===== src/pkg/lbc_pkg.sv =====
// Constants, encodings and helper functions of the LCD blink, reset and clock control
package lbc_pkg;
   // Register map, byte offsets
   localparam logic [7:0] REG_MODE   = 8'h00;
   localparam logic [7:0] REG_BANK   = 8'h04;
   localparam logic [7:0] REG_BLINK  = 8'h08;
   localparam logic [7:0] REG_PTR    = 8'h0c;
   localparam logic [7:0] REG_SUBA   = 8'h10;
   localparam logic [7:0] REG_DATA   = 8'h14;
   localparam logic [7:0] REG_STATUS = 8'h18;
   // Field positions
   localparam int MODE_E_POS = 3;
   localparam int MODE_B_POS = 2;
   localparam int BANK_I_POS = 1;
   localparam int BANK_O_POS = 0;
   localparam int BLINK_MODE_POS = 2;
   // Drive modes and reset values
   localparam logic [1:0] M_STATIC = 2'h1;
   localparam logic [1:0] M_1TO2   = 2'h2;
   localparam logic [1:0] M_1TO3   = 2'h3;
   localparam logic [1:0] M_1TO4   = 2'h0;
   localparam logic [1:0] RST_MODE = M_1TO4;
   localparam logic       RST_BIAS = 1'h0;
   localparam logic [1:0] RST_RATE = 2'h0;
   // Drive level codes on each output pin
   localparam logic [1:0] LVL_VSS = 2'h0;
   localparam logic [1:0] LVL_LO  = 2'h1;
   localparam logic [1:0] LVL_HI  = 2'h2;
   localparam logic [1:0] LVL_LCD = 2'h3;
   localparam logic [1:0] LVL_MID = LVL_LO;
   // Timing
   localparam int         CORE_MHZ      = 125;
   localparam int         FRAME_DIV     = 24;
   localparam logic [3:0] OSC_HALF      = 4'h2;
   localparam int         BLINK_DIV_1   = 768;
   localparam int         BLINK_DIV_2   = 1536;
   localparam int         BLINK_DIV_3   = 3072;
   localparam int         POR_TIME_US   = 1000;
   localparam int         POR_CYC       = POR_TIME_US * CORE_MHZ;

   // Active backplanes of a drive mode
   function automatic logic [2:0] lbc_nbp(input logic [1:0] m);
      case (m)
         M_STATIC: lbc_nbp = 3'h1;
         M_1TO2:   lbc_nbp = 3'h2;
         M_1TO3:   lbc_nbp = 3'h3;
         default:  lbc_nbp = 3'h4;
      endcase
   endfunction : lbc_nbp

   // Clock ticks per backplane slot, one frame is FRAME_DIV ticks
   function automatic logic [4:0] lbc_slot_len(input logic [1:0] m);
      lbc_slot_len = 5'(FRAME_DIV / int'(lbc_nbp(m)));
   endfunction : lbc_slot_len

   // Clock ticks per blink half period
   function automatic logic [10:0] lbc_blink_half(input logic [1:0] rate);
      case (rate)
         2'h1:    lbc_blink_half = 11'(BLINK_DIV_1 / 2);
         2'h2:    lbc_blink_half = 11'(BLINK_DIV_2 / 2);
         2'h3:    lbc_blink_half = 11'(BLINK_DIV_3 / 2);
         default: lbc_blink_half = 11'h1;
      endcase
   endfunction : lbc_blink_half
endpackage : lbc_pkg


===== src/logic/lbc_ctrl.sv =====
// LCD blink, power-on state and clock source control with display timing and output levels
//
// How it works
// - Blink mode bit: 0 (reset) whole-display blink, 1 alternate bank blink.
// - Blink rate field 00 off (reset), 01/10/11 pick blink modes 1/2/3.
// - Blink period is 768, 1536 or 3072 active clock ticks per mode.
// - In 1:3 and 1:4 modes blinking is always whole-display blinking.
// - Alternate blink swaps output bank at blink rate in static and 1:2.
// - A change of the display enable bit reaches the outputs unless a whole-display blink phase blanks them.
// - After reset every output stands at the LCD supply level.
// - After reset the drive mode is 1:4 with one-third bias.
// - After reset blinking is off and both bank selectors are zero.
// - After reset data pointer and subaddress counter are zero.
// - After reset the display enable bit is clear.
// - Select pin low: internal oscillator runs and is driven out on clock pin.
// - Select pin high: clock pin edges time the frame and blink logic; registers and RAM stay on the core clock.
// - Output levels follow the latest drive mode and bias settings.
// - Half bias is accepted with 1:3 and 1:4 modes.
// - A display register holds the row data while it is driven.
// - One frame lasts 24 active clock ticks.
// - Display disabled drives every output to the LCD supply level.
// - Bank 1 selects row 2 (static) or rows 2-3 (1:2).
`timescale 1ns/1ps
module lbc_ctrl
   import lbc_pkg::*;
#(
   parameter int POR_CYCLES = POR_CYC
)(
   input  wire logic        core_clk,
   input  wire logic        rst_n,
   input  wire logic [7:0]  reg_addr,
   input  wire logic [31:0] reg_wdata,
   input  wire logic        reg_wr,
   input  wire logic        reg_rd,
   output logic      [31:0] reg_rdata,
   input  wire logic        osc_sel,
   input  wire logic        clk_pin_i,
   output logic             clk_pin_o,
   output logic             clk_pin_oe,
   input  wire logic [2:0]  subaddr_pins,
   output logic      [7:0]  backplane_outputs,
   output logic      [63:0] segment_outputs
);
   // Pin synchronisers
   logic       osc_s1_ff, osc_s2_ff, ck_s1_ff, ck_s2_ff, ck_s3_ff;
   logic [2:0] sa_s1_ff, sa_s2_ff;

   always_ff @(posedge core_clk or negedge rst_n) begin
      if (!rst_n) begin
         osc_s1_ff <= 1'h0;
         osc_s2_ff <= 1'h0;
         ck_s1_ff  <= 1'h0;
         ck_s2_ff  <= 1'h0;
         ck_s3_ff  <= 1'h0;
         sa_s1_ff  <= 3'h0;
         sa_s2_ff  <= 3'h0;
      end else begin
         osc_s1_ff <= osc_sel;
         osc_s2_ff <= osc_s1_ff;
         ck_s1_ff  <= clk_pin_i;
         ck_s2_ff  <= ck_s1_ff;
         ck_s3_ff  <= ck_s2_ff;
         sa_s1_ff  <= subaddr_pins;
         sa_s2_ff  <= sa_s1_ff;
      end
   end

   // Configuration registers
   logic       disp_en_ff, bias_half_ff, ibank_ff, obank_ff, blink_mode_select_ff;
   logic [1:0] mode_ff, blink_rate_field_ff;
   logic [4:0] ptr_ff;
   logic [2:0] suba_ff;
   logic       nxt_disp_en, nxt_bias_half, nxt_ibank, nxt_obank, nxt_blink_mode_select;
   logic [1:0] nxt_mode, nxt_blink_rate_field;
   logic [4:0] nxt_ptr;
   logic [2:0] nxt_suba;

   always_comb begin
      nxt_disp_en   = disp_en_ff;
      nxt_bias_half = bias_half_ff;
      nxt_mode      = mode_ff;
      nxt_ibank     = ibank_ff;
      nxt_obank     = obank_ff;
      nxt_blink_mode_select = blink_mode_select_ff;
      nxt_blink_rate_field  = blink_rate_field_ff;
      nxt_ptr       = ptr_ff;
      nxt_suba      = suba_ff;
      if (reg_wr) begin
         case (reg_addr)
            REG_MODE: begin
               nxt_disp_en   = reg_wdata[MODE_E_POS];
               nxt_bias_half = reg_wdata[MODE_B_POS];
               nxt_mode      = reg_wdata[1:0];
            end
            REG_BANK: begin
               nxt_ibank = reg_wdata[BANK_I_POS];
               nxt_obank = reg_wdata[BANK_O_POS];
            end
            REG_BLINK: begin
               nxt_blink_mode_select = reg_wdata[BLINK_MODE_POS];
               nxt_blink_rate_field  = reg_wdata[1:0];
            end
            REG_PTR:  nxt_ptr = reg_wdata[4:0];
            REG_SUBA: nxt_suba = reg_wdata[2:0];
            default: ;
         endcase
      end
   end

   always_ff @(posedge core_clk or negedge rst_n) begin
      if (!rst_n) begin
         disp_en_ff   <= 1'h0;
         bias_half_ff <= RST_BIAS;
         mode_ff      <= RST_MODE;
         ibank_ff     <= 1'h0;
         obank_ff     <= 1'h0;
         blink_mode_select_ff <= 1'h0;
         blink_rate_field_ff  <= RST_RATE;
         ptr_ff       <= 5'h0;
         suba_ff      <= 3'h0;
      end else begin
         disp_en_ff   <= nxt_disp_en;
         bias_half_ff <= nxt_bias_half;
         mode_ff      <= nxt_mode;
         ibank_ff     <= nxt_ibank;
         obank_ff     <= nxt_obank;
         blink_mode_select_ff <= nxt_blink_mode_select;
         blink_rate_field_ff  <= nxt_blink_rate_field;
         ptr_ff       <= nxt_ptr;
         suba_ff      <= nxt_suba;
      end
   end

   // Display RAM write, stored only when the subaddress counter matches the pins
   logic       ram_we;
   logic [3:0] ram_mask, ram_wdata;
   logic [31:0] ram_rd;
   logic [1:0]  ram_row;

   always_comb begin
      ram_we = reg_wr && (reg_addr == REG_DATA) && (suba_ff == sa_s2_ff);
      case (mode_ff)
         M_STATIC: begin
            ram_mask  = ibank_ff ? 4'h4 : 4'h1;
            ram_wdata = {4{reg_wdata[0]}};
         end
         M_1TO2: begin
            ram_mask  = ibank_ff ? 4'hc : 4'h3;
            ram_wdata = {2{reg_wdata[1:0]}};
         end
         M_1TO3: begin
            ram_mask  = 4'h7;
            ram_wdata = reg_wdata[3:0];
         end
         default: begin
            ram_mask  = 4'hf;
            ram_wdata = reg_wdata[3:0];
         end
      endcase
   end

   // Active clock: internal divider or external pin edges
   logic       osc_ext_ff, clk_out_ff, tick;
   logic [3:0] osc_cnt_ff, nxt_osc_cnt;
   logic       nxt_clk_out, osc_wrap;
   logic [4:0] slot_ff, nxt_slot;
   logic [1:0] row_ff, nxt_row;
   logic       pol_ff, nxt_pol;
   logic [10:0] blk_cnt_ff, nxt_blk_cnt;
   logic        blk_ph_ff, nxt_blk_ph;
   logic [31:0] disp_ff, nxt_disp;
   logic [16:0] por_cnt_ff, nxt_por_cnt;

   always_comb begin
      osc_wrap    = (osc_cnt_ff == OSC_HALF - 4'h1);
      nxt_osc_cnt = osc_wrap ? 4'h0 : osc_cnt_ff + 4'h1;
      nxt_clk_out = osc_wrap ? ~clk_out_ff : clk_out_ff;
      tick        = osc_ext_ff ? (ck_s2_ff && !ck_s3_ff)
                               : (osc_wrap && !clk_out_ff);
      nxt_slot = slot_ff;
      nxt_row  = row_ff;
      nxt_pol  = pol_ff;
      if (tick) begin
         if (slot_ff >= lbc_slot_len(mode_ff) - 5'h1) begin
            nxt_slot = 5'h0;
            if ({1'h0, row_ff} >= lbc_nbp(mode_ff) - 3'h1) begin
               nxt_row = 2'h0;
               nxt_pol = ~pol_ff;
            end else begin
               nxt_row = row_ff + 2'h1;
            end
         end else begin
            nxt_slot = slot_ff + 5'h1;
         end
      end
      nxt_blk_cnt = blk_cnt_ff;
      nxt_blk_ph  = blk_ph_ff;
      if (blink_rate_field_ff == 2'h0) begin
         nxt_blk_cnt = 11'h0;
         nxt_blk_ph  = 1'h0;
      end else if (tick) begin
         if (blk_cnt_ff >= lbc_blink_half(blink_rate_field_ff) - 11'h1) begin
            nxt_blk_cnt = 11'h0;
            nxt_blk_ph  = ~blk_ph_ff;
         end else begin
            nxt_blk_cnt = blk_cnt_ff + 11'h1;
         end
      end
      // Row data settles in the RAM read register before the next tick latches it
      nxt_disp    = (tick && slot_ff == 5'h0) ? ram_rd : disp_ff;
      nxt_por_cnt = (por_cnt_ff == 17'(POR_CYCLES)) ? por_cnt_ff : por_cnt_ff + 17'h1;
   end

   always_ff @(posedge core_clk or negedge rst_n) begin
      if (!rst_n) begin
         osc_ext_ff <= 1'h0;
         clk_out_ff <= 1'h0;
         osc_cnt_ff <= 4'h0;
         slot_ff    <= 5'h0;
         row_ff     <= 2'h0;
         pol_ff     <= 1'h0;
         blk_cnt_ff <= 11'h0;
         blk_ph_ff  <= 1'h0;
         disp_ff    <= 32'h0;
         por_cnt_ff <= 17'h0;
      end else begin
         osc_ext_ff <= osc_s2_ff;
         clk_out_ff <= nxt_clk_out;
         osc_cnt_ff <= nxt_osc_cnt;
         slot_ff    <= nxt_slot;
         row_ff     <= nxt_row;
         pol_ff     <= nxt_pol;
         blk_cnt_ff <= nxt_blk_cnt;
         blk_ph_ff  <= nxt_blk_ph;
         disp_ff    <= nxt_disp;
         por_cnt_ff <= nxt_por_cnt;
      end
   end

   // Bank selection and blanking
   logic alt_ok, eff_obank, blank;

   always_comb begin
      alt_ok    = blink_mode_select_ff && (blink_rate_field_ff != 2'h0)
                  && (mode_ff == M_STATIC || mode_ff == M_1TO2);
      eff_obank = obank_ff ^ (alt_ok && blk_ph_ff);
      blank     = !disp_en_ff || ((blink_rate_field_ff != 2'h0) && !alt_ok && blk_ph_ff);
      case (mode_ff)
         M_STATIC: ram_row = eff_obank ? 2'h2 : 2'h0;
         M_1TO2:   ram_row = {eff_obank, row_ff[0]};
         default:  ram_row = row_ff;
      endcase
   end

   lbc_disp_ram u_ram (
      .core_clk (core_clk),
      .rst_n    (rst_n),
      .wr_en    (ram_we),
      .wr_col   (ptr_ff),
      .wr_mask  (ram_mask),
      .wr_data  (ram_wdata),
      .rd_row   (ram_row),
      .rd_data  (ram_rd)
   );

   // Output level selection
   logic [7:0]  bp_ff, nxt_bp;
   logic [63:0] seg_ff, nxt_seg;
   logic [31:0] rdata_ff, nxt_rdata;
   logic        clk_oe_ff;
   logic [1:0]  unsel_lvl, sel_lvl, on_lvl, idx;

   always_comb begin
      sel_lvl   = pol_ff ? LVL_VSS : LVL_LCD;
      on_lvl    = pol_ff ? LVL_LCD : LVL_VSS;
      unsel_lvl = bias_half_ff ? LVL_MID : (pol_ff ? LVL_HI : LVL_LO);
      nxt_bp    = '0;
      nxt_seg   = '0;
      for (int i = 0; i < 4; i++) begin
         idx = 2'(i);
         if (mode_ff == M_1TO3 && i == 3) begin
            idx = 2'h1;
         end
         if (mode_ff == M_STATIC || (mode_ff == M_1TO2 ? idx[0] == row_ff[0] : idx == row_ff)) begin
            nxt_bp[2*i +: 2] = sel_lvl;
         end else begin
            nxt_bp[2*i +: 2] = bias_half_ff ? LVL_MID : (pol_ff ? LVL_LO : LVL_HI);
         end
      end
      for (int s = 0; s < 32; s++) begin
         if (mode_ff == M_STATIC) begin
            nxt_seg[2*s +: 2] = disp_ff[s] ? on_lvl : sel_lvl;
         end else begin
            nxt_seg[2*s +: 2] = disp_ff[s] ? on_lvl : unsel_lvl;
         end
      end
      if (blank) begin
         nxt_bp  = {4{LVL_LCD}};
         nxt_seg = {32{LVL_LCD}};
      end
      nxt_rdata = 32'h0;
      if (reg_rd) begin
         case (reg_addr)
            REG_MODE:   nxt_rdata = {28'h0, disp_en_ff, bias_half_ff, mode_ff};
            REG_BANK:   nxt_rdata = {30'h0, ibank_ff, obank_ff};
            REG_BLINK:  nxt_rdata = {29'h0, blink_mode_select_ff, blink_rate_field_ff};
            REG_PTR:    nxt_rdata = {27'h0, ptr_ff};
            REG_SUBA:   nxt_rdata = {29'h0, suba_ff};
            REG_STATUS: nxt_rdata = {26'h0, por_cnt_ff == 17'(POR_CYCLES), row_ff,
                                     eff_obank, osc_ext_ff, blk_ph_ff};
            default:    nxt_rdata = 32'h0;
         endcase
      end
   end

   always_ff @(posedge core_clk or negedge rst_n) begin
      if (!rst_n) begin
         bp_ff     <= {4{LVL_LCD}};
         seg_ff    <= {32{LVL_LCD}};
         rdata_ff  <= 32'h0;
         clk_oe_ff <= 1'h0;
      end else begin
         bp_ff     <= nxt_bp;
         seg_ff    <= nxt_seg;
         rdata_ff  <= nxt_rdata;
         clk_oe_ff <= !osc_ext_ff;
      end
   end

   assign backplane_outputs = bp_ff;
   assign segment_outputs   = seg_ff;
   assign reg_rdata         = rdata_ff;
   assign clk_pin_o         = clk_out_ff;
   assign clk_pin_oe        = clk_oe_ff;
endmodule : lbc_ctrl


===== src/logic/lbc_disp_ram.sv =====
// Display RAM, four rows of 32 columns, column writes with row mask, registered row read
`timescale 1ns/1ps
module lbc_disp_ram
   import lbc_pkg::*;
(
   input  wire logic        core_clk,
   input  wire logic        rst_n,
   input  wire logic        wr_en,
   input  wire logic [4:0]  wr_col,
   input  wire logic [3:0]  wr_mask,
   input  wire logic [3:0]  wr_data,
   input  wire logic [1:0]  rd_row,
   output logic      [31:0] rd_data
);
   logic [31:0] mem [4];
   logic [31:0] rd_data_ff;

   always_ff @(posedge core_clk) begin
      for (int r = 0; r < 4; r++) begin
         if (wr_en && wr_mask[r]) begin
            mem[r][wr_col] <= wr_data[r];
         end
      end
   end

   always_ff @(posedge core_clk or negedge rst_n) begin
      if (!rst_n) begin
         rd_data_ff <= 32'h0;
      end else begin
         rd_data_ff <= mem[rd_row];
      end
   end

   assign rd_data = rd_data_ff;
endmodule : lbc_disp_ram


===== config.mk =====
export PLATFORM = sky130hd
export DESIGN_NAME = lbc_ctrl
export DESIGN_NICKNAME = d
export VERILOG_FILES = /design/src/pkg/lbc_pkg.sv /design/src/logic/lbc_ctrl.sv /design/src/logic/lbc_disp_ram.sv
export SDC_FILE = /design/constraint.sdc
export NUM_CORES = 1
export LEC_CHECK = 0
export BUFFER_PORTS_ARGS = -buffer_cell sky130_fd_sc_hd__buf_2
export CAP_MARGIN = 20
export CORE_MARGIN = 5
export CORE_UTILIZATION = 45
export DETAILED_ROUTE_END_ITERATION = 16
export GPL_TIMING_DRIVEN = 0
export PLACE_DENSITY = 0.63
export SYNTH_ARGS = -nofsm -noshare
export SYNTH_HDL_FRONTEND = slang
export SYNTH_SLANG_ARGS = --single-unit

===== constraint.sdc =====
create_clock -name core_clk -period 10.05 [get_ports core_clk]
set_clock_uncertainty 0.05 [all_clocks]
set_input_delay 2.01 -clock core_clk [delete_from_list [all_inputs] [get_ports core_clk]]
set_output_delay 2.01 -clock core_clk [all_outputs]
set_load 0.01 [all_outputs]

==> results of run 1 <==
-- sequential cells by signal, indices dropped and copies added, names as in the netlist, 6 cells and up --
name	cells
reg_rdata	6
u_ram.mem	128
backplane_outputs	8
por_cnt_ff	17
segment_outputs	64
u_ram.rd_data	32
disp_ff	32
blk_cnt_ff	11
-- stage by stage --
stage               area, um2  total power, uW  util [%]
detailed placement      16300             2820      49.0
finish                  17400             4030      52.4
floorplan               15100             2540         -
CTS                     17400             4080      52.4
global route            17400             4270      52.4
global placement        16200             2790      48.7
-- layout make-up --
type,count,area [um2]
Multi-Input combinational cell,735,5290
Tap cell,448,561
Fill cell,2819,15800
Clock inverter,10,80.1
Inverter,24,90.1
Sequential cell,342,9290
Timing Repair Buffer,102,591
Buffer,90,500
Clock buffer,55,1030
-- metal layers --
metal	wire length [um]	track usage, %	up-vias
met1	13400	23.0	4536
met4	488	3.92	2
met3	1640	2.48	44
met2	15400	29.0	216
li1	-	-	4434
met5	20	0	-
-- kinds of logic after synthesis --
family	Yosys count	synth area share, %
DFF	342	61.7
and+or+nand+nor	374	11.2
adders and majority gates	36	2.99
muxes	122	12.3
xor gates and xnor gates	24	1.40
other	1	0.0249
buffers and inverters	114	3.92
AOI/OAI and AO/OA	153	6.43
-- report_power, final --
group | total (uW) | leakage (uW) | switching (uW) | internal, uW
Clock | 1240 | 0.000539 | 529 | 716
Sequential | 1820 | 0.00363 | 167 | 1650
Combinational | 970 | 0.00262 | 488 | 482
-- synth_stat cells (6+ instances only) --
cell type,number
a21oi_1,20
mux4_2,28
edfxtp_1,128
nand2_1,120
ha_1,36
xnor2_1,20
nor3_1,11
buf_4,29
nand3_1,23
nor2b_1,8
and3_1,10
buf_6,6
o21ai_0,57
mux2_2,24
dfrtp_1,142
buf_2,7
nor2_1,157
o211ai_1,34
mux2_4,30
clkbuf_1,43
dfstp_2,72
mux2i_1,34
inv_1,22
mux4_1,6
nand4_1,8
-- worst max-delay path by stage --
stage | endpoint | slack [ns] | depth (start not counted)
after floorplan | u_ram.mem[0][12] | 6.50 | 6
final | pol_ff | 6.14 | 16
after detailed placement | u_ram.mem[2][23] | 5.80 | 7
after global routing | pol_ff | 5.66 | 16
after CTS | pol_ff | 6.13 | 16
after global placement | disp_ff[15] | 3.42 | 1
-- worst register-to-register path, delay by kind of cell, from the launching register on --
kind,cells,cell delay [ns]
simple gates,3,0.48
fa+ha+maj,3,0.81
xor+xnor,1,0.20
flops,1,0.44
compound gates,6,1.13
buf+inv,3,0.67
==> results, run 1 <==
- In this run the worst path has a maximum fanout of 9.
- The register clock-pin slew on the reported worst setup and hold paths is 0.06 ns.
- The share of Yosys cell area claimed by the top area cell type is 25.5%.
- The final sum of negative setup slack is 0 ns.
- Measured along the x axis, the die boundary spans just under 200 um.
- The share of the Yosys chip area taken by registers is 61.7%.
- For hold timing, the worst endpoint is sa_s2_ff[1].
- The library cell occupying the most area in the post-synthesis netlist is edfxtp_1.
- TritonCTS built the clock tree.
- The critical path start-end classification is register to register.
- The overall routed net length is a little over 30000 um.
- The count of buffers from port buffering is 98.
- The post-synthesis area per instance is ~13 um2.
- The smallest clock period supported by the final layout is computed as 3.91 ns.
- The instance count of the mapped netlist is 1166.
- The filler-free cell count of the finished design is 1806.
- The sort of element at the end of the critical path is a register.
- The count of cells resized by post-cts repair is 0.
- The number of warnings printed during yosys synthesis is 0.
- The insertion delay to the later sink of the worst-skew pair is 0.52 ns.
- In the global route stage, overall resource usage came out at 17.0%.
- The core region is 33300 um2.
- The number of global-route vias before repair came to 9316.
- Leaving out fill and tap cells, the most frequent cells in the layout are nor2_1 (157), dfrtp_1 (142), edfxtp_1 (128).
- The floorplan has 67 rows.
- The share of flip-flops with an asynchronous set or reset is 62.6%.
- After clock tree synthesis, the flow added hold-fix buffers numbering 0.
- The flow ran to the end, and the final reports show no timing, DRC or antenna violations.
- The number of cells on the worst hold path is 0.
- The pin count of the biggest net entering global routing is 130.
- The number of H-tree branching levels is 2.
- The sort of element at the start of the critical path is a register.
- Compared with the post-synthesis result, the final layout area differs by 15.8%.
- The total grt overflow is 0.
- The number of pins with negative max-slew slack in the final report is 0.
- The total number of nets in the final design is between 1000 and 1500.
- The endpoint required time on the critical path is about 10 ns.
- The type of the worst min-delay path is register to register.
- Setup repair after global routing left no endpoint under its margin.
- The capturing point of the worst reg2reg path is pol_ff.
- The top achievable clock speed is 256 MHz.
- The number of antenna violations at the first check in global routing is 1.
- The final cycle utilization of the critical path is 38.9%.
- The detailed-placement wirelength estimate is between 20000 and 25000 um.
- The number of buffers created by CTS is 37.
- The most frequent standard cell in the layout excluding fill and tap cells is nor2_1.
- The fraction of final layout cells with drive strength greater than 1 is 26.7%.
- The worst pin sits at a relative slew slack of 39.7%.
- The post-CTS setup buffer count is 0.
- The final RePlAce weighted congestion is 0.808.
- At the placement stage, the worst setup path has a slack of roughly 5.8 ns.
- The repair_antennas step left the layout with diodes totalling 0.
- The worst register-to-register path begins at mode_ff[0].
- The buffering stage count on the worst path with inverters included is 3.
- The count of final setup violators is 0.
- The tree is rooted in a clkbuf_16.
- The areal power density over the cells is 231 nW/um2.
- The final-report hold violation count is 0.
- For the pin with the worst max-slew slack, the measured transition is 0.903 ns.
- On the final layout, the worst hold slack is 0.289 ns.
- Among all stages on the critical path, the largest delay is contributed by o21ai_0.
- The post-route DRC violation count is 0.
- In the final routed layout, each cell accounts on average for 17.1 um.
- The distinct cell type count of the synthesized netlist is 69.
- The setup slack after layout is slightly above 6 ns.
- The count of routing violations after the opening detailed-route iteration is ~560.
- In this run the worst setup path begins at mode_ff[0].
- The effective utilization at floorplan is 45.2%.
- The count of state elements after synthesis is 342.
- The overall die area is 37200 um2.
- The count of max-cap constraint violations is 0.
- Summing every instance area after synthesis gives 15000 um2.
- In this run the most critical hold path is launched from sa_s1_ff[1].
- The number of cells in the design after placement is around 1700.
- The leakage component of the power is 0.00679 uW.
- The first global-routing pass estimated 50200 um of wire.
- Sorting the synthesized cells by area gives the leading types as edfxtp_1 (26%), dfrtp_1 (24%), dfstp_2 (13%).
- VDD sags by at most about 120 uV.
- The most used flip-flop cell after synthesis is dfrtp_1.
- At the worst endpoint, the arrival time is 4.25 ns.
- For flop-to-flop paths, the worst setup slack is 6.14 ns.
- The number of flops mapped to enable cells by yosys is 128.
- The number of sinks driven by the clock tree is roughly 340.
- Walking the worst path, the cells encountered are inv_1 -> ha_1 -> clkbuf_1 -> inv_1 -> ha_1 -> nand3b_1 -> o211ai_1 -> o21ai_0 -> o21ai_0 -> a41o_1 -> ha_1 -> nand2b_1 -> a31oi_1 -> o21ai_0 -> nand3_1 -> xnor2_1.
- Counting along the longest clock path gives a buffer depth of 3.
- The first detailed-routing pass took 5 iterations.
- On the worst path, the slowest cell contributes a delay of 0.47 ns.
- The worst register-to-register path has a depth of 16.
- The routed via count is 9232.
- roughly 160 I/O pins were placed.
- The cell family contributing the most delay on the critical path is compound AO/OA/AOI/OAI gates.
- In this run the remaining antenna-violating nets after routing total 0.
- The vias per cell is approximately 5.
- The vertical extent of the die is between 150 and 200 um.
No activity file was read; power rests on OpenSTA's default activity.
==> run 2, diff against run 1 <==
==> constraint.sdc (replaced) <==
create_clock -name core_clk -period 3.9 [get_ports core_clk]
set_clock_uncertainty 0.05 [all_clocks]
set_input_delay 0.78 -clock core_clk [delete_from_list [all_inputs] [get_ports core_clk]]
set_output_delay 0.78 -clock core_clk [all_outputs]
set_load 0.01 [all_outputs]
==> run 2 against run 1 <==
Sequential share of layout area barely moved. Clock power grew to 2.6 times the previous value. Sequential power increased to 2.6 times the previous value. Combinational power rose to 2.6 times the previous value. Register-to-register slack got worse by 5.8 ns. Worst setup slack got worse by 5.8 ns. Final cell count did not move. Wire length grew 0.31%. First-iteration DRC count is 0.36% lower. Critical endpoint is now row_ff[0].
==> results, run 2 (same netlist as run 1, synthesis figures left out) <==
- The endpoint required time on the critical path is 4.31 ns (-6.08 ns).
- The total number of nets in the final design is 1417 (unchanged).
- In the layout the commonest cells are nor2_1 (157), dfrtp_1 (142), edfxtp_1 (128).
- The signal on the critical path passes through inv_1 -> ha_1 -> clkbuf_4 -> inv_1 -> ha_1 -> nand3b_1 -> o211ai_1 -> o21ai_0 -> o21ai_0 -> a41o_1 -> ha_1 -> nand2b_1 -> a31oi_1 -> o21a_1 -> or4_1 -> nand2_1.
- The maximum cell stage delay along the critical path came to 0.53 ns (+0.06 ns).
- The register clock-pin slew on the reported worst setup and hold paths was 0.06 ns (about the same).
- The logic depth of the worst register-to-register path is 16 (unchanged).
- The placeable core region is 33300 um2 (unchanged).
- The cell class contributing the biggest share of worst-path delay is compound AO/OA/AOI/OAI gates.
- The net load switching power is 3060 uW (+160%).
- The overall die area is 37200 um2 (unchanged).
- The number of sinks driven by the clock tree is 342 (unchanged).
- The area after detailed placement is 16300 um2 (unchanged).
- The reg-to-reg setup timing slack is 0.32 ns (-5.83 ns).
- The count of final setup violators is 0 (unchanged).
- The most frequent standard cell in the layout excluding fill and tap cells is nor2_1.
- The post-CTS setup buffer count is 0 (unchanged).
- The number of hold-repair buffers added at the cts stage was 0 (unchanged).
- Setup repair after global routing left no endpoint under its margin.
- The worst setup slack after placement is -0.0363 ns (-5.83 ns).
- The final RePlAce weighted congestion is 0.808 (unchanged).
- TritonCTS built the clock tree.
- The die width is 193 um (unchanged).
- The global routing met1 resource utilization is 23.0% (unchanged).
- The vias per cell is 5.12 (about the same).
- The routed length per placed instance is 17.2 um (+0.31%).
- The min-delay analysis places its worst path in the category input port to async pin.
- In this design, the critical path's most frequently occurring cell is ha_1.
- The fraction of power spent switching nets was 29.4% (+0.042 points).
- The maximum VDD drop is 312 uV (+160%).
- The number of fill cells is 2820 (+0.035%).
- The number of antenna repair diodes came to 0 (unchanged).
- The areal power density over the cells is 597 nW/um2 (+160%).
- The total grt overflow came to 0 (unchanged).
- The number of global-route vias before repair was 9316 (unchanged).
- The flow ran to the end, and the final reports show no timing, DRC or antenna violations.
- The effective utilization at floorplan is 45.2% (unchanged).
- The layout overhead on the synthesized area is 15.9% (about the same).
- The fraction of final layout cells with drive strength greater than 1 is 26.8% (+0.15 points).
- The number of cells in the design after placement is 1741 (unchanged).
- The final instance area is 17400 um2 (about the same).
- The critical-path maximum fanout is 9 (unchanged).
- The critical path start-end classification is register to register.
- u_ram.mem holds more flip-flops than any other register.
- The post-route DRC violation count is 0 (unchanged).
- The number of iterations in the first detailed-routing pass came to 5 (unchanged).
- The vertical extent of the die is 193 um (unchanged).
- The final-report hold violation count is 0 (unchanged).
- The overall routed net length is 31000 um (+0.31%).
- The top achievable clock speed was 279 MHz (+9.0%).
- The internal power component is 7340 uW (+160%).
- The leakage component of the power is 0.00680 uW (about the same).
- The power consumption is 10400 uW (+160%).
- The arrival time of data at the critical path endpoint is 3.99 ns (-0.26 ns).
- The sort of element at the start of the critical path is a register.
- The setup slack after layout is 0.317 ns (-5.83 ns).
- The maximum clock insertion buffer count is 3 (unchanged).
- The total number of placement rows is 67 (unchanged).
- The number of buffers created by CTS was 37 (unchanged).
- The routed via count is 9240 (+0.087%).
- The number of H-tree branching levels is 2 (unchanged).
- The count of cells resized by post-cts repair is 1 (+1).
- The startpoint of the most critical register-to-register path is mode_ff[0].
- The global routing stage identified its most utilized layer as met2.
- The count of routing violations after the opening detailed-route iteration is 561 (-0.36%).
- The post-route core utilization is 52.4% (about the same).
- STA classifies the critical path endpoint as a register.
- The critical path's slowest cell is or4_1.
- The count of max-cap constraint violations came to 0 (unchanged).
- The number of antenna violations at the first check in global routing is 1 (unchanged).
- The combinational share of power is 24.1% (about the same).
- The worst register-to-register path ends at row_ff[0].
- The filler-free cell count of the finished design is 1806 (unchanged).
- The met3 track demand over resource in global routing is 2.48% (unchanged).
- The final cycle utilization of the critical path is 91.9% (+53 points).
- The number of routed nets with antenna violations came to 0 (unchanged).
- The global-route met2 utilization is 29.0% (unchanged).
- The total track usage was 17.0% (unchanged).
- The wire length of the first global-routing pass is 50200 um (unchanged).
- The transition time at the pin with the least slew margin is 0.912 ns (+0.00904 ns).
- The number of I/O pins came to 155 (unchanged).
- The portion of total power attributed to sequential cells is 45.0% (about the same).
- The buffering stage count on the worst path with inverters included is 3 (unchanged).
- The minimum clock period after layout is 3.58 ns (-0.324 ns).
- The number of flip-flops under the largest register name was 128 (unchanged).
- The power share of the clock group is 30.8% (about the same).
- The count of buffers from port buffering was 98 (unchanged).
- The number of pins with negative max-slew slack in the final report is 0 (unchanged).
- The pin count of the biggest net entering global routing is 130 (unchanged).
- The root buffer cell is clkbuf_16.
- The relative max-transition margin is 39.1% (-0.60 points).
- The insertion delay to the later sink of the worst-skew pair is 0.52 ns (about the same).
- The detailed-placement wirelength estimate came to 21100 um (unchanged).
==> run 2: cell counts in the layout (fill, tap and decap cells not counted) <==
No cell type changed its count.
==> run 2: worst max-delay path by stage <==
| stage | start | to | slack (ns) | depth (start not counted) |
|---|---|---|---|---|
| floorplan | mode_ff[0] | row_ff[0] | 0.62 | 16 |
| CTS | mode_ff[1] | pol_ff | 0.18 | 16 |
| finish | mode_ff[0] | row_ff[0] | 0.32 | 16 |
| global placement | rst_n | disp_ff[15] | -1.50 | 1 |
| global route | mode_ff[1] | row_ff[0] | 0.01 | 16 |
| detailed placement | mode_ff[1] | pol_ff | -0.04 | 16 |
==> run 2: routing by layer <==
layer  up-vias  part of all wire (%)
li1       4432                     -
met1      4536                    43
met4         2                   1.7
met3        49                   5.3
met5         -                 0.064
met2       221                    50
==> run 2: stage by stage <==
| step | hold slack (ns) | TNS [ns] |
|---|---|---|
| 2_1_floorplan | 0.281 | 0 |
| 3_3_place_gp | 0.285 | -256.83 |
| 3_5_place_dp | 0.285 | -0.0363 |
| 4_1_cts | 0.230 | 0 |
| 5_1_grt | 0.256 | 0 |
| 6_report | 0.197 | 0 |
==> run 2: power by group through the flow <==
stage | Sequential (uW) | Clock [uW] | Combinational, uW
finish | 4690 | 3210 | 2510
global route | 4750 | 3450 | 2800
CTS | 4680 | 3300 | 2540
detailed placement | 4750 | 0 | 2520
global placement | 4740 | 0 | 2450
floorplan | 4630 | 0 | 1910
==> run 2: area by class of cell <==
cell class	instances	area (um2)	share of cell area (%)
multi-input cells	735	5290	30.3
clock buffers	55	1030	5.93
well taps	448	561	3.21
inverters	24	90.1	0.517
plain buffers	90	504	2.89
flip-flops and latches	342	9290	53.3
repair buffers	102	591	3.39
clock inverters	10	80.1	0.459
==> run 3, diff against run 2 <==
--- a/config.mk
+++ b/config.mk
@@ -12,6 +12,7 @@
 export DETAILED_ROUTE_END_ITERATION = 16
 export GPL_TIMING_DRIVEN = 0
 export PLACE_DENSITY = 0.63
+export REMOVE_ABC_BUFFERS = 1
 export SYNTH_ARGS = -nofsm -noshare
 export SYNTH_HDL_FRONTEND = slang
 export SYNTH_SLANG_ARGS = --single-unit
==> run 3 against run 2 <==
Power increased by 0.30%. Utilization shrank 0.34 points. Sequential share of layout area grew 0.36 points. Largest cell class unchanged. Global-route usage down 0.79 points. Via count decreased by 2.7%. Clock-buffer cell count shrank 9. Sequential cell count stayed put. Worst setup slack lost 0.011 ns.
==> results, run 3 (same netlist as run 1, synthesis figures left out) <==
- The critical path is of the register to register type.
- The register clock-pin slew on the reported worst setup and hold paths is 0.06 ns (about the same).
- In this design, the largest share of critical-path delay is due to adder cells.
- The fraction of power spent switching nets came to 29.0% (-0.40 points).
- The total number of nets in the final design is 1344 (-5.2%).
- The final cycle utilization of the critical path is 92.2% (+0.28 points).
- The placeable core region is 33300 um2 (unchanged).
- The total number of placement rows is 67 (unchanged).
- The count of max-cap constraint violations is 0 (unchanged).
- The pin count of the biggest net entering global routing is 129 (-0.77%).
- The worst hold slack is 0.203 ns (+0.00584 ns).
- The sort of element at the start of the critical path is a register.
- The number of hold-repair buffers added at the cts stage is 0 (unchanged).
- The number of buffers created by CTS came to 37 (unchanged).
- The count of routing violations after the opening detailed-route iteration is 497 (-11%).
- The library cell used most frequently in the layout, excluding fill and tap cells, is nor2_1.
- The arrival time of data at the critical path endpoint is 4.00 ns (about the same).
- The number of pins with negative max-slew slack in the final report was 0 (unchanged).
- The count of final setup violators was 0 (unchanged).
- The insertion delay to the later sink of the worst-skew pair was 0.53 ns (about the same).
- The total track usage is 16.2% (-0.79 points).
- The endpoint required time on the critical path is 4.31 ns (about the same).
- The vertical extent of the die is 193 um (unchanged).
- The effective utilization at floorplan is 45.2% (unchanged).
- The count of buffers from port buffering is 101 (+3.1%).
- The number of I/O pins is 155 (unchanged).
- The final-report hold violation count is 0 (unchanged).
- The overall die area is 37200 um2 (unchanged).
- The min-delay analysis places its worst path in the category input port to async pin.
- Traced cell by cell, the critical path runs through inv_1 -> ha_2 -> inv_1 -> ha_1 -> nand3b_1 -> o211ai_1 -> o21ai_0 -> o21ai_0 -> a41o_1 -> ha_1 -> nand2b_1 -> a31oi_1 -> o21a_1 -> or4_1 -> nand2_1.
- The number of fill cells is 2850 (+1.1%).
- Among all stages on the critical path, the largest delay is contributed by or4_1.
- The internal power component is 7410 uW (+0.87%).
- The post-route DRC violation count is 0 (unchanged).
- The routed via count is 8994 (-2.7%).
- The run finished with clean final reports.
- The routed length per placed instance was 17.0 um (-0.90%).
- The minimum clock period after layout was 3.59 ns (+0.0110 ns).
- The clock tree from TritonCTS is done.
- The areal power density over the cells came to 602 nW/um2 (+0.96%).
- u_ram.mem holds more flip-flops than any other register.
- The top achievable clock speed is 278 MHz (-0.31%).
- The number of global-route vias before repair is 8980 (-3.6%).
- The net load switching power is 3030 uW (-1.1%).
- Setup repair after global routing left no endpoint under its margin.
- The final sum of negative setup slack is 0 ns (unchanged).
- The die width is 193 um (unchanged).
- The worst setup slack after placement was 0.0212 ns (+0.0575 ns).
- The vias per cell is 5.18 (+1.3%).
- The number of antenna repair diodes was 0 (unchanged).
- The maximum cell stage delay along the critical path was 0.51 ns (-0.02 ns).
- The reg-to-reg setup timing slack came to 0.31 ns (about the same).
- The power share of the clock group is 31.9% (+1.1 points).
- The number of iterations in the first detailed-routing pass is 5 (unchanged).
- The root buffer cell is clkbuf_16.
- The post-route core utilization is 52.1% (-0.34 points).
- The number of flip-flops under the largest register name is 128 (unchanged).
- The number of H-tree branching levels is 2 (unchanged).
- The sort of element at the end of the critical path is a register.
- The number of routed nets with antenna violations was 0 (unchanged).
- The number of antenna violations at the first check in global routing was 0 (-1).
- Compared with the post-synthesis result, the final layout area differs by 15.1%.
- The power consumption was 10400 uW (+0.30%).
- The leakage component of the power is 0.00669 uW (-1.6%).
- The portion of total power attributed to sequential cells came to 44.9% (about the same).
- The relative max-transition margin is 31.3% (-7.8 points).
- The buffering stage count on the worst path with inverters included came to 2 (-1).
- The transition time at the pin with the least slew margin is 1.03 ns (+0.117 ns).
- The number of sinks driven by the clock tree is 342 (unchanged).
- The wire length of the first global-routing pass was 48400 um (-3.6%).
- The setup slack after layout came to 0.306 ns (-0.0110 ns).
- The total grt overflow is 0 (unchanged).
- The combinational share of power is 23.2% (-0.9 points).
- The maximum VDD drop came to 323 uV (+3.4%).
- The overall routed net length is 29600 um (-4.7%).
- The fraction of final layout cells with drive strength greater than 1 was 27.5% (+0.68 points).
- The final RePlAce weighted congestion was 0.805 (-0.30%).
- The critical-path maximum fanout came to 11 (+2).
- The detailed-placement wirelength estimate came to 19300 um (-8.6%).
- In the layout the commonest cells are nor2_1 (156), dfrtp_1 (141), edfxtp_1 (128).
- The maximum clock insertion buffer count is 3 (unchanged).
-- run 3: changes by cell type in the layout (fill, tap and decap cells not counted), sizes merged --
cell      delta
buf         -30
bufinv       +2
clkbuf      -52
clkinv      +12
clkinvlp     -1
inv          -1
-- run 3: routing by layer --
metal,track usage [%],share of wire [%],up-vias
li1,-,-,4290
met4,4.20,1.8,0
met2,26.9,49,200
met1,22.3,44,4455
met5,0,0,-
met3,2.48,4.8,49
-- run 3: cell type report --
class	instances	area (um2)	share of cell area, %
Clock buffer	46	980	5.65
Clock inverter	22	184	1.06
Inverter	24	90.1	0.520
Multi-Input combinational cell	735	5370	31.0
Sequential cell	342	9290	53.6
Tap cell	448	561	3.24
Timing Repair Buffer	119	850	4.90
-- run 3: what timing repair did --
item,4_1_cts,5_1_grt
resized for setup,1,1
endpoints found under the setup margin,2,2
buffers inserted,0,0
-- run 3: worst paths after layout --
path,end,from,cells past startpoint
worst max-delay path,row_ff[0],mode_ff[0],15
worst min-delay path,osc_ext_ff,rst_n,1
worst max register to register,row_ff[0],mode_ff[0],15
worst min register to register,osc_ext_ff,osc_s2_ff,0
max in group asynchronous,disp_ff[8],rst_n,2
min in group core_clk,osc_ext_ff,osc_s2_ff,0
-- run 3: stage by stage --
step           std cells  instance area (um2)
2_1_floorplan       1101                14600
3_3_place_gp        1650                15700
3_5_place_dp        1668                16200
4_1_cts             1736                17300
5_1_grt             1736                17300
6_report            1736                17300
-- run 3: power groups by stage --
stage / Clock [uW] / Combinational (uW) / Sequential (uW)
6_report: 3330 / 2420 / 4690
5_1_grt: 3570 / 2700 / 4760
4_1_cts: 3410 / 2460 / 4690
3_5_place_dp: 0 / 2440 / 4750
3_3_place_gp: 0 / 2240 / 4800
2_1_floorplan: 0 / 1740 / 4690
